===== config.mk =====
export PLATFORM = sky130hd
export DESIGN_NAME = debug_power_reset_ctrl
export DESIGN_NICKNAME = d
export VERILOG_FILES = /design/src/debug_power_reset_pkg.sv /design/src/force_reset_timer.sv /design/src/debug_power_reset_ctrl.sv
export VERILOG_INCLUDE_DIRS = /design/src
export SDC_FILE = /design/constraint.sdc
export NUM_CORES = 1
export LEC_CHECK = 0
export ABC_AREA = 1
export ABC_CLOCK_PERIOD_IN_PS = 1340
export BUFFER_PORTS_ARGS = -buffer_cell sky130_fd_sc_hd__buf_2
export CAP_MARGIN = 20
export CORE_MARGIN = 5
export CORE_UTILIZATION = 38
export CTS_CLUSTER_SIZE = 16
export DETAILED_ROUTE_END_ITERATION = 8
export PLACE_DENSITY_LB_ADDON = 0.12
export SLEW_MARGIN = 20
export SYNTH_ARGS = -nofsm -noshare
export SYNTH_HDL_FRONTEND = slang
export SYNTH_SLANG_ARGS = --single-unit

===== constraint.sdc =====
create_clock -name clk_sys_i -period 1.34 [get_ports clk_sys_i]
set_input_delay 0.134 -clock clk_sys_i [delete_from_list [all_inputs] [get_ports clk_sys_i]]
set_output_delay 0.134 -clock clk_sys_i [all_outputs]
set_load 0.01 [all_outputs]

===== src/debug_power_reset_params.svh =====
// Purpose: offsets, field positions, reset values and timing counts
// Assumes: byte addressed debug register port, 250 MHz clock
// Notes: included by the timer, the control module and the testbench
`ifndef DEBUG_POWER_RESET_PARAMS_SVH
`define DEBUG_POWER_RESET_PARAMS_SVH

`define DPR_ADDR_W 12
`define DPR_CTRL_OFS 12'h310
`define DPR_STAT_OFS 12'h314

`define DPR_CTRL_NOPWRDWN_BIT 0
`define DPR_CTRL_FORCE_BIT 1
`define DPR_CTRL_HOLD_BIT 2

`define DPR_STAT_PWRUP_BIT 0
`define DPR_STAT_STICKY_PD_BIT 1
`define DPR_STAT_RESET_BIT 2
`define DPR_STAT_STICKY_RST_BIT 3

`define DPR_NOPWRDWN_RST 1'b0
`define DPR_HOLD_RST 1'b0
`define DPR_STICKY_PD_RST 1'b1
`define DPR_STICKY_RST_RST 1'b0

`define DPR_CLK_PERIOD_NS 4
`define DPR_FORCE_RESET_NS 40
`define DPR_FORCE_CNT_W 4
`define DPR_FORCE_RESET_CYC \
	((`DPR_FORCE_RESET_NS + `DPR_CLK_PERIOD_NS - 1) / `DPR_CLK_PERIOD_NS)

`endif


===== src/debug_power_reset_pkg.sv =====
// Purpose: shared types of the debug power and reset control
// Assumes: constants come from the params header
// Notes: core reset sequence states are one-hot
package debug_power_reset_pkg;
	typedef enum logic [2:0] {
		st_run = 3'b001,
		st_stop = 3'b010,
		st_reset = 3'b100
	} core_state_e;
endpackage


===== src/force_reset_timer.sv =====
// Purpose: times the self-clearing forced internal reset pulse
// Assumes: start is a one-cycle pulse
// Notes: a new start reloads the full count
`include "debug_power_reset_params.svh"

module force_reset_timer (
	input wire logic clk_sys_i,
	input wire logic reset_n_i,
	input wire logic start_i,
	output logic busy_o
);
	localparam logic [`DPR_FORCE_CNT_W-1:0] LOAD =
		`DPR_FORCE_CNT_W'(`DPR_FORCE_RESET_CYC);

	logic [`DPR_FORCE_CNT_W-1:0] cnt_r;
	logic [`DPR_FORCE_CNT_W-1:0] cnt_nxt;

	assign cnt_nxt = start_i ? LOAD :
		(cnt_r != '0) ? cnt_r - `DPR_FORCE_CNT_W'(1) : cnt_r;
	assign busy_o = (cnt_r != '0);

	always_ff @(posedge clk_sys_i or negedge reset_n_i) begin
		if (!reset_n_i) begin
			cnt_r <= '0;
		end else begin
			cnt_r <= cnt_nxt;
		end
	end
endmodule


===== src/debug_power_reset_ctrl.sv =====
// Purpose: debug power-down and reset control and status registers
// Assumes: reset_n_i is the debug logic reset, apart from core resets
// Notes: register port reads answer one cycle after the request
// Operation
// - control bit 0 drives no-powerdown request output
// - force bit resets core like warm reset
// - force bit reads zero, ignored if unsupported
// - force write needs debug enables per security
// - forced reset is brief, then self-clears
// - force plus hold together keeps core reset
// - hold bit keeps core reset until cleared
// - unsupported hold reads zero; supported resets zero
// - hold also applies after warm or forced reset
// - held core refuses transfer instructions, debug entry
// - hold takes effect only with debug enables
// - single power domain reads status b01
// - power-up status mirrors core powered-up input
// - sticky power-down forced one while powered down
// - read while powered up clears sticky power-down
// - locked memory-mapped read keeps sticky power-down
// - sticky power-down makes some accesses error
// - reset status shows core in reset state
// - core stops executing before entering reset
// - reset left when inputs high, hold clear
// - sticky reset status resets to zero
// - power status bits never read b00
// - sticky reset forced one while in reset
// - read outside reset clears sticky reset, unless locked
`include "debug_power_reset_params.svh"

module debug_power_reset_ctrl #(
	parameter bit HAS_NOPWRDWN = 1'b1,
	parameter bit HAS_FORCE = 1'b1,
	parameter bit HAS_HOLD = 1'b1,
	parameter bit HAS_SECEXT = 1'b1,
	parameter bit SINGLE_POWER = 1'b0
) (
	input wire logic clk_sys_i,
	input wire logic reset_n_i,
	input wire logic dbg_sel_i,
	input wire logic dbg_write_i,
	input wire logic [`DPR_ADDR_W-1:0] dbg_addr_i,
	input wire logic [31:0] dbg_wdata_i,
	input wire logic dbg_mmap_i,
	input wire logic sw_lock_i,
	output logic [31:0] dbg_rdata_o,
	output logic dbg_rvalid_o,
	input wire logic invasive_debug_enable_i,
	input wire logic secure_invasive_debug_enable_i,
	input wire logic warm_reset_n_i,
	input wire logic core_poweron_reset_n_i,
	input wire logic core_powered_up_in_i,
	output logic no_powerdown_request_out_o,
	output logic core_reset_n_o,
	output logic core_run_o,
	output logic itr_refuse_o,
	output logic access_error_o,
	output debug_power_reset_pkg::core_state_e core_state_o
);
	import debug_power_reset_pkg::*;

	core_state_e state_r;
	core_state_e state_nxt;
	logic npd_r;
	logic npd_nxt;
	logic hold_r;
	logic hold_nxt;
	logic sticky_pd_r;
	logic sticky_pd_nxt;
	logic sticky_rst_r;
	logic sticky_rst_nxt;
	logic [31:0] rdata_nxt;
	logic force_busy;

	// register port decode
	wire wr_ctrl = dbg_sel_i & dbg_write_i & (dbg_addr_i == `DPR_CTRL_OFS);
	wire rd_ctrl = dbg_sel_i & !dbg_write_i & (dbg_addr_i == `DPR_CTRL_OFS);
	wire rd_stat = dbg_sel_i & !dbg_write_i & (dbg_addr_i == `DPR_STAT_OFS);
	wire rd_any = dbg_sel_i & !dbg_write_i;
	wire rd_keep = dbg_mmap_i & sw_lock_i;
	wire rd_clears = rd_stat & !rd_keep;

	// authentication gating
	wire auth = HAS_SECEXT ?
		(invasive_debug_enable_i & secure_invasive_debug_enable_i) :
		invasive_debug_enable_i;
	wire force_take = wr_ctrl & dbg_wdata_i[`DPR_CTRL_FORCE_BIT] &
		auth & HAS_FORCE;
	wire hold_eff = hold_r & auth;

	// core reset sequencing
	wire ext_rst = !warm_reset_n_i | !core_poweron_reset_n_i;
	wire enter_rst = ext_rst | force_busy;
	wire in_reset = (state_r == st_reset);
	wire pwr_up = core_powered_up_in_i;

	force_reset_timer u_force_timer (
		.clk_sys_i(clk_sys_i),
		.reset_n_i(reset_n_i),
		.start_i(force_take),
		.busy_o(force_busy)
	);

	always_comb begin
		state_nxt = state_r;
		unique case (state_r)
			st_run: begin
				if (enter_rst) begin
					state_nxt = st_stop;
				end
			end
			st_stop: begin
				state_nxt = st_reset;
			end
			st_reset: begin
				if (!enter_rst && !hold_eff) begin
					state_nxt = st_run;
				end
			end
			default: begin
				state_nxt = st_reset;
			end
		endcase
	end

	// control register
	assign npd_nxt = (wr_ctrl && HAS_NOPWRDWN) ?
		dbg_wdata_i[`DPR_CTRL_NOPWRDWN_BIT] : npd_r;
	assign hold_nxt = (wr_ctrl && HAS_HOLD) ?
		dbg_wdata_i[`DPR_CTRL_HOLD_BIT] : hold_r;

	// sticky status, set wins over read clear
	assign sticky_pd_nxt = !pwr_up ? 1'b1 :
		rd_clears ? 1'b0 : sticky_pd_r;
	assign sticky_rst_nxt = in_reset ? 1'b1 :
		rd_clears ? 1'b0 : sticky_rst_r;

	wire pu_vis = SINGLE_POWER ? 1'b1 : pwr_up;
	wire pd_vis = SINGLE_POWER ? 1'b0 : (sticky_pd_r | !pwr_up);
	wire rst_vis = sticky_rst_r | in_reset;

	wire [31:0] ctrl_view = {29'h0, hold_r, 1'b0, npd_r};
	wire [31:0] stat_view = {28'h0, rst_vis, in_reset, pd_vis, pu_vis};
	assign rdata_nxt = rd_ctrl ? ctrl_view : rd_stat ? stat_view : 32'h0;

	always_ff @(posedge clk_sys_i or negedge reset_n_i) begin
		if (!reset_n_i) begin
			npd_r <= `DPR_NOPWRDWN_RST;
			hold_r <= `DPR_HOLD_RST;
			sticky_pd_r <= `DPR_STICKY_PD_RST;
			sticky_rst_r <= `DPR_STICKY_RST_RST;
		end else begin
			npd_r <= npd_nxt;
			hold_r <= hold_nxt;
			sticky_pd_r <= sticky_pd_nxt;
			sticky_rst_r <= sticky_rst_nxt;
		end
	end

	always_ff @(posedge clk_sys_i or negedge reset_n_i) begin
		if (!reset_n_i) begin
			state_r <= st_run;
		end else begin
			state_r <= state_nxt;
		end
	end

	always_ff @(posedge clk_sys_i or negedge reset_n_i) begin
		if (!reset_n_i) begin
			dbg_rdata_o <= 32'h0;
			dbg_rvalid_o <= 1'b0;
		end else begin
			dbg_rdata_o <= rdata_nxt;
			dbg_rvalid_o <= rd_any;
		end
	end

	// outputs follow the next state so they match state_r
	always_ff @(posedge clk_sys_i or negedge reset_n_i) begin
		if (!reset_n_i) begin
			no_powerdown_request_out_o <= `DPR_NOPWRDWN_RST;
			core_reset_n_o <= 1'b1;
			core_run_o <= 1'b1;
			itr_refuse_o <= 1'b0;
			access_error_o <= !SINGLE_POWER;
			core_state_o <= st_run;
		end else begin
			no_powerdown_request_out_o <= npd_nxt;
			core_reset_n_o <= (state_nxt != st_reset);
			core_run_o <= (state_nxt == st_run);
			itr_refuse_o <= (state_nxt != st_run);
			access_error_o <= sticky_pd_nxt & !SINGLE_POWER;
			core_state_o <= state_nxt;
		end
	end
endmodule


Word-level counts from Yosys, hierarchy flattened
Cells that the tools add are included.

Bits of input ports: 55. Flip-flop bits (word level): 19.

Bitwise operators: 15. Add/sub/neg operators: 1. Eq/ne operators: 8. Reduce and logical (&&, ||, !) cells: 11. Mux-type cells: 10.

Operators by type and width (number): 12-bit by 10-bit equality test with 1-bit output, second input constant (2); 4-bit 2-to-1 mux (4); 1-bit bitwise AND (11); 1-bit zero test (7); 3-bit by 1-bit equality test with 1-bit output, second input constant (2); 3-bit 2-to-1 mux (2); 3-bit one-hot mux with 2 select lines (1); 1-bit bitwise OR (4); 2-bit nonzero test (2); 4-bit nonzero test (1); 4-bit by 1-bit subtractor with 4-bit output, second input constant (1); 3-bit equality test, second input constant (1); 1-bit 2-to-1 mux (3); 3-bit by 1-bit != test with 1-bit output, second input constant (1); 3-bit != test, second input constant (1); 2-bit by 1-bit != test with 1-bit output, second input constant (1); 1-bit logical AND (1).

Depth between registers and ports, before layout
Gate-level depths: netlist of run 1.

Word-level depth: 8. Mapped depth: 7. Mapped depth without buffers: 7.

Modules after synthesis
Synthesis of run 1 repeated with hierarchy kept, for this count alone.

Cells, all modules: 136. Area total of the unflattened synthesis: 1167.4 sq um.

Modules (own cells, without submodules): debug_power_reset_ctrl (cells an instance 107, area an instance 935.9 sq um, seq. area each 380.4 sq um, instances 1); force_reset_timer (cells an instance 29, area an instance 231.5 sq um, seq. area each 100.1 sq um, instances 1).

Worst setup path before layout of run 1
OpenSTA, ideal clock, no wires.

Path kind: register -> register. Start: register state_r[0]. End: register itr_refuse_o. Buffers on the path: 0. Period minus slack after synthesis: 1.174 ns. Data required time: 1.224 ns. Setup slack: 0.166 ns. Cell stages (with the launch flop): 6. Arrival time: 1.057 ns. Library setup time: 0.116 ns. Cell sequence: dfstp_2 -> inv_1 -> nor3_1 -> inv_1 -> a21oi_2 -> inv_2.

Cells in the longest elaborated chain, start to end: 3. Elaborated cells on any way between the ends: 6. Classes of those cells: eq/ne (3); mux (3).

RTL lines: from (decl) (RTL line debug_power_reset_ctrl.sv:62) `core_state_e state_r;`; from (signal assigned) (RTL line debug_power_reset_ctrl.sv:162) `state_r <= st_run;`; from (signal assigned) (RTL line debug_power_reset_ctrl.sv:164) `state_r <= state_nxt;`; 3-bit equality test, or another cell as far along (RTL line debug_power_reset_ctrl.sv:106) `unique case (state_r)`; 3-bit one-hot mux with 2 select lines * (RTL line debug_power_reset_ctrl.sv:106); via state_nxt[0] (RTL line debug_power_reset_ctrl.sv:63) `core_state_e state_nxt;`; 3-bit by 1-bit != test with 1-bit output * (RTL line debug_power_reset_ctrl.sv:191) `itr_refuse_o <= (state_nxt != st_run);`; to (signal assigned) (RTL line debug_power_reset_ctrl.sv:191); to (decl) (RTL line debug_power_reset_ctrl.sv:56) `output logic itr_refuse_o,`.

Mark *: on every way through the listed nets, which the timed path passes. The rest lies on a longest branch. A chain may end at the register's enable or synchronous reset.

Worst setup path after layout of run 1
Start: register u_force_timer.cnt_r[0]. End: register state_r[2].

Cells in the longest elaborated chain, start to end: 6. Elaborated cells on any way between the ends: 7. Classes of those cells: mux (3); bitwise (1); reduce/logical (3).

RTL lines: from (decl) (RTL line force_reset_timer.sv:15) `` logic [`DPR_FORCE_CNT_W-1:0] cnt_r; ``; from (signal assigned) (RTL line force_reset_timer.sv:26) `cnt_r <= cnt_nxt;`; 4-bit nonzero test * (RTL line force_reset_timer.sv:20) `assign busy_o = (cnt_r != '0);`; 1-bit bitwise OR * (RTL line debug_power_reset_ctrl.sv:93) `wire enter_rst = ext_rst | force_busy;`; 1-bit zero test (RTL line debug_power_reset_ctrl.sv:116) `if (!enter_rst && !hold_eff) begin`; 1-bit logical AND (RTL line debug_power_reset_ctrl.sv:116); 3-bit 2-to-1 mux (RTL line debug_power_reset_ctrl.sv:116); 3-bit one-hot mux with 2 select lines * (RTL line debug_power_reset_ctrl.sv:106); via state_nxt[2] (RTL line debug_power_reset_ctrl.sv:63).

Marked as above.

==> run summary, run 1 <==
status -> complete, no violations
asr flop ratio synth -> 100%
Avg Cell Area, Syn -> 8.48 um2
Tmin final -> 1.26 ns
Max-Cap Viols -> 0
pins over their slew limit -> 0
Filler Cell Count -> 302
Syn Inst Count -> 138
initial antenna violation count -> 0
CP max-delay cell -> dfrtp_1
synth unique cells -> 25
TNS Setup -> 0 ns
Post-DP HPWL -> 1850 um
fraction of layout cells with a size suffix above 1 -> 37.2%
most frequent cell after synthesis -> buf_4
Worst Reg-to-Reg Cells -> 5
top post-synthesis cells by count -> buf_4, inv_1, nand2_1, dfrtp_1, nor2_1
Clock Pin Slew Worst Setup and Hold Paths -> 0.10 ns
Die X -> 65.5 um
CORE AREA -> 3000 um2
placed cell area -> 1290 um2
CP delay by family, top -> flip-flops
Max Root-Sink Buffers -> 2
crit-path max FO -> 5
CTS tree -> done
final std cells w/o fill -> 213
CP startpoint kind -> flop
die area -> 4290 um2
FF-to-FF setup slack -> 0.08 ns
worst path cell trace -> inv_1 > ha_1 > nand4_4 > o21ai_2 > inv_2
post-CTS setup buffers -> 0
Hold Fails Final Rpt -> 0
sequential share of the synthesized area -> 41.1%
Post-synth EDFFs -> 0
Layout Nets -> 237
number of port buffers -> 38
Synth warnings -> 0
Critical Path AT -> 1.46 ns
aggregate global-route resource usage -> 10.3%
endpoint class of the critical path -> flop
Post-Place Cells -> 208
row count -> 20
Iter 0 DRT Violations -> 20
via count -> 838
I/O pin cnt -> 96
Starting Density -> 39.0%
H-tree depth -> 1
hold worst-path end -> dbg_rvalid_o
Min-Delay Path Depth -> 2
total CTS buffers -> 3
Via density -> 3.93
Final period util -> 93.7%
Routed WL -> 2210 um
share of the synthesized area in the top cell type -> 32.1%
post-route ant nets -> 0
drt wl/cell -> 10.4 um
Final setup viols -> 0
required time worst endpoint -> 1.54 ns
Power Density -> 1070 nW/um2
total power -> 1430 uW
post-synth top area cell -> dfrtp_1
Seq cells post-synth -> 19
Worst path max stage delay -> 0.42 ns
dominant cells by area after synthesis -> dfrtp_1, buf_4, dfstp_2
r2r endpoint -> state_r[2]
number of remaining DRC errors -> 0
Die Y -> 65.5 um
achievable frequency -> 0.796 GHz
synthesized area -> 1170 um2
gpl congestion -> 0.695
Clock Sinks -> 19
maximum VDD drop -> 0.570 mV
root buffer cell -> clkbuf_4
largest net degree at the start of global routing -> 20
area delta synth->final -> 14.4%
LEAKAGE -> 0.000777 uW
clk_lat worst skew -> 0.30 ns
n_diodes -> 0
commonest register cell after synthesis -> dfrtp_1
Worst Hold Class -> input pin to flop
GRT overflow -> 0
min-delay src -> dbg_write_i
Final Skew -> 0.00100 ns
reg-to-reg startpoint -> u_force_timer.cnt_r[0]
DRT Pass-1 Iters -> 4
post-route cell area -> 1340 um2
worst path buffer plus inverter count -> 2
vias in the first global route -> 833
first-pass GRT wire length -> 3380 um
Setup Crit Path Kind -> flop to flop
## report_power, final
part / total [uW] / switching (uW) / internal [uW]
clock network: 287 / 175 / 111
registers: 714 / 58.4 / 656
logic: 432 / 268 / 164
total: 1430 / 501 / 931
## per-layer routing
metal	part of all wire (%)	wire, um	vias up	track usage [%]
met5	0	0	-	0
met4	0.59	13	0	2.33
met3	7.5	165	4	4.44
met2	52	1150	25	17.3
met1	40	878	364	12.2
li1	-	-	445	-
## worst max-delay path by stage
stage                                      start      endpoint  slack (ns)  cells after the start
after floorplan                       state_r[0]  itr_refuse_o        0.17                      5
final                     u_force_timer.cnt_r[0]    state_r[2]        0.08                      5
after global placement    u_force_timer.cnt_r[0]    state_r[2]        0.09                      5
after CTS                 u_force_timer.cnt_r[0]    state_r[2]        0.03                      5
after detailed placement  u_force_timer.cnt_r[0]    state_r[2]        0.06                      5
after global routing      u_force_timer.cnt_r[0]    state_r[2]      -0.008                      5
## metrics by stage
stage	hold slack, ns	util [%]	setup WS (ns)
after floorplan	-0.162	-	0.166
after global placement	0.0942	43.0	0.0896
after detailed placement	0.0944	43.0	0.0559
after CTS	0.0216	44.3	0.0313
after global routing	0.0280	44.6	-0.00796
final	0.0275	44.6	0.0844
## placed cells by master, fill, tap and decap left out
cell	Yosys	layout
inv_2	4	4
nand2_1	19	19
ha_1	1	1
nor2_8	1	1
nand3_1	4	4
clkbuf_4	0	3
o21ai_1	5	5
nor2_1	11	11
nor2_2	4	4
inv_1	20	20
o21ai_0	4	4
nor2_4	2	2
nand3_2	3	3
conb_1	1	28
dlygate4sd3_1	0	1
nand2_2	2	2
xor2_1	1	1
nand4_2	2	1
a21oi_2	1	1
dfstp_2	4	4
dfrtp_1	15	15
nand4_4	0	1
clkinv_2	0	1
nand3b_1	1	1
buf_2	0	38
nand2_4	1	1
nor3_1	2	2
a21oi_1	1	1
o21ai_2	1	1
## sequential cells by signal, summed over array words and instances, names as in the netlist
| name | flops |
|---|---|
| core_run_o | 1 |
| dbg_rvalid_o | 1 |
| dbg_rdata_o | 4 |
| no_powerdown_request_out_o | 1 |
| access_error_o | 1 |
| state_r | 3 |
| core_reset_n_o | 1 |
| sticky_rst_r | 1 |
| u_force_timer.cnt_r | 4 |
| itr_refuse_o | 1 |
| hold_r | 1 |
## cell type report
class,count,area [um2],share of cell area (%)
clock inverter,1,5.00,0.374
multi-input combinational,94,499,37.3
sequential,19,480,35.9
inverter,24,90.1,6.73
timing repair buffer,39,200,15.0
tap,33,41.3,3.08
clock buffer,3,22.5,1.68
## timing repair
item,CTS,global route
endpoints found under the hold margin,15,0
setup endpoints to repair,0,1
gates resized for setup,0,1
hold buffers,1,0
## logic make-up (layout without fill, tap and decap cells)
| group | after synthesis | after routing | share of synthesized area, % |
|---|---|---|---|
| compound gates | 12 | 12 | 5.77 |
| other cells | 1 | 28 | 0.321 |
| simple gates | 52 | 52 | 25.3 |
| flops | 19 | 19 | 41.1 |
| xor+xnor | 1 | 1 | 0.749 |
| fa+ha+maj | 1 | 1 | 1.07 |
| buf+inv | 52 | 67 | 25.7 |
No activity file was read; power rests on OpenSTA's default activity.
==> run 2: changes to the inputs <==
SETUP_SLACK_MARGIN = 0.15   (was default)
==> run 2 against run 1 <==
Compared with the run above:
- total power increased by 5.0%
- setup slack improved by 0.13 ns
- count of clock-buffer cells in the layout unchanged
- design area increased by 3.7%
- combinational power increased by 16%
- maximum frequency increased by 12%
- die area unchanged
- utilization increased by 1.7 points
- critical path depth unchanged
==> run summary, run 2 (synthesis results as in run 1) <==
pre-CTS setup slack -> 0.0559 ns (unchanged)
Worst setup startpoint -> state_r[0] (was u_force_timer.cnt_r[0])
drt wl/cell -> 10.4 um (about the same)
Worst Hold Class -> input pin to flop (unchanged)
vias in the first global route -> 838 (was 833)
Power Density -> 1080 nW/um2 (was 1070 nW/um2)
Starting Density -> 39.0% (unchanged)
initial antenna violation count -> 0 (unchanged)
root buffer cell -> clkbuf_4 (unchanged)
Post-DP HPWL -> 1850 um (unchanged)
Final Skew -> 0.00206 ns (was 0.00100 ns)
Layout Nets -> 239 (was 237)
Post-Place Cells -> 208 (unchanged)
post-route cell area -> 1390 um2 (was 1340 um2)
number of port buffers -> 38 (unchanged)
Die Y -> 65.5 um (unchanged)
biggest regs -> dbg_rdata_o: 4 flops, u_force_timer.cnt_r: 4 flops, state_r: 3 flops (unchanged)
achievable frequency -> 0.889 GHz (was 0.796 GHz)
Min-Delay Path Depth -> 2 (unchanged)
Clock Pin Slew Worst Setup and Hold Paths -> 0.10 ns (about the same)
Critical Path AT -> 1.33 ns (was 1.46 ns)
Worst Reg-to-Reg Cells -> 5 (unchanged)
clk_lat worst skew -> 0.30 ns (about the same)
H-tree depth -> 1 (unchanged)
CTS tree -> done (unchanged)
Final WS setup -> 0.215 ns (was 0.0844 ns)
final std cells w/o fill -> 215 (was 213)
area delta synth->final -> 18.7% (was 14.4%)
Final setup viols -> 0 (unchanged)
most common cell after layout, fill and taps aside -> buf_2 (unchanged)
row count -> 20 (unchanged)
RSZ-0062 raised after global routing -> true
Setup Crit Path Kind -> flop to flop (unchanged)
r2r endpoint -> itr_refuse_o (was state_r[2])
placed cell area -> 1290 um2 (unchanged)
Max-Cap Viols -> 0 (unchanged)
endpoint class of the critical path -> flop (unchanged)
min-delay src -> dbg_write_i (unchanged)
reg-to-reg startpoint -> state_r[0] (was u_force_timer.cnt_r[0])
Routed WL -> 2230 um (was 2210 um)
n_diodes -> 0 (unchanged)
FF-to-FF setup slack -> 0.22 ns (was 0.08 ns)
die area -> 4290 um2 (unchanged)
pins over their slew limit -> 0 (unchanged)
Tmin final -> 1.12 ns (was 1.26 ns)
Iter 0 DRT Violations -> 19 (was 20)
Die X -> 65.5 um (unchanged)
DRT Pass-1 Iters -> 3 (was 4)
maximum VDD drop -> 0.568 mV (was 0.570 mV)
via count -> 840 (was 838)
total CTS buffers -> 3 (unchanged)
Clock Sinks -> 19 (unchanged)
fraction of layout cells with a size suffix above 1 -> 40.7% (was 37.2%)
status -> complete, no violations (unchanged)
LEAKAGE -> 0.000789 uW (was 0.000777 uW)
TNS Setup -> 0 ns (unchanged)
hold worst-path end -> dbg_rvalid_o (unchanged)
gpl congestion -> 0.695 (unchanged)
GRT overflow -> 0 (unchanged)
first-pass GRT wire length -> 3500 um (was 3380 um)
post-route ant nets -> 0 (unchanged)
Final period util -> 84.0% (was 93.7%)
CORE AREA -> 3000 um2 (unchanged)
number of remaining DRC errors -> 0 (unchanged)
Max Root-Sink Buffers -> 2 (unchanged)
crit-path max FO -> 3 (was 5)
Hold Fails Final Rpt -> 0 (unchanged)
CP startpoint kind -> flop (unchanged)
Filler Cell Count -> 298 (was 302)
required time worst endpoint -> 1.54 ns (about the same)
I/O pin cnt -> 96 (unchanged)
largest net degree at the start of global routing -> 20 (unchanged)
Via density -> 3.91 (was 3.93)
Final Util -> 46.3% (was 44.6%)
most frequent cells in the layout -> buf_2, conb_1, nand2_1, inv_1, dfrtp_1 (was buf_2, conb_1, inv_1, nand2_1, dfrtp_1)
aggregate global-route resource usage -> 10.7% (was 10.3%)
[run 2: power breakdown]
part	switching, uW	internal, uW
logic	294	209
clock network	176	111
registers	57.8	656
[run 2: layout make-up]
type | count | area, um2 | area share (%)
Clock buffer | 3 | 22.5 | 1.62
Clock inverter | 1 | 5.00 | 0.360
Inverter | 24 | 90.1 | 6.49
Multi-Input combinational cell | 94 | 534 | 38.5
Sequential cell | 19 | 480 | 34.6
Tap cell | 33 | 41.3 | 2.97
Timing Repair Buffer | 41 | 215 | 15.5
[run 2: critical path, cell delays in order (launching register included)]
cell	delay, ns
dfstp_2	0.55
inv_1	0.06
nor3_4	0.13
inv_2	0.08
a21oi_2	0.17
inv_2	0.04
[run 2: layer usage]
layer | GRT usage (%) | wire [um] | vias up
met5 | 0 | 0 | -
met4 | 2.33 | 14 | 0
met3 | 4.44 | 159 | 4
met2 | 18.3 | 1160 | 25
met1 | 12.5 | 892 | 362
li1 | - | - | 449
[run 2: worst max path at each step]
stage | end | cells after the start
2_1_floorplan | itr_refuse_o | 5
3_3_place_gp | state_r[2] | 5
3_5_place_dp | state_r[2] | 5
4_1_cts | state_r[2] | 5
5_1_grt | itr_refuse_o | 5
6_report | itr_refuse_o | 5
[run 2: stage by stage]
stage | total power (uW) | hold slack, ns
6_report | 1500 | 0.0282
5_1_grt | 1620 | 0.0280
4_1_cts | 1460 | 0.0216
3_5_place_dp | 1140 | 0.0944
3_3_place_gp | 1120 | 0.0942
2_1_floorplan | 1080 | -0.162
[run 2: repair_timing]
item | CTS | global route
cloned | 0 | 0
hold endpoints to repair | 15 | 0
gates resized for setup | 3 | 6
setup endpoints to repair | 6 | 6
hold buffers | 1 | 0
pin swaps | 0 | 2
buffers inserted | 0 | 2
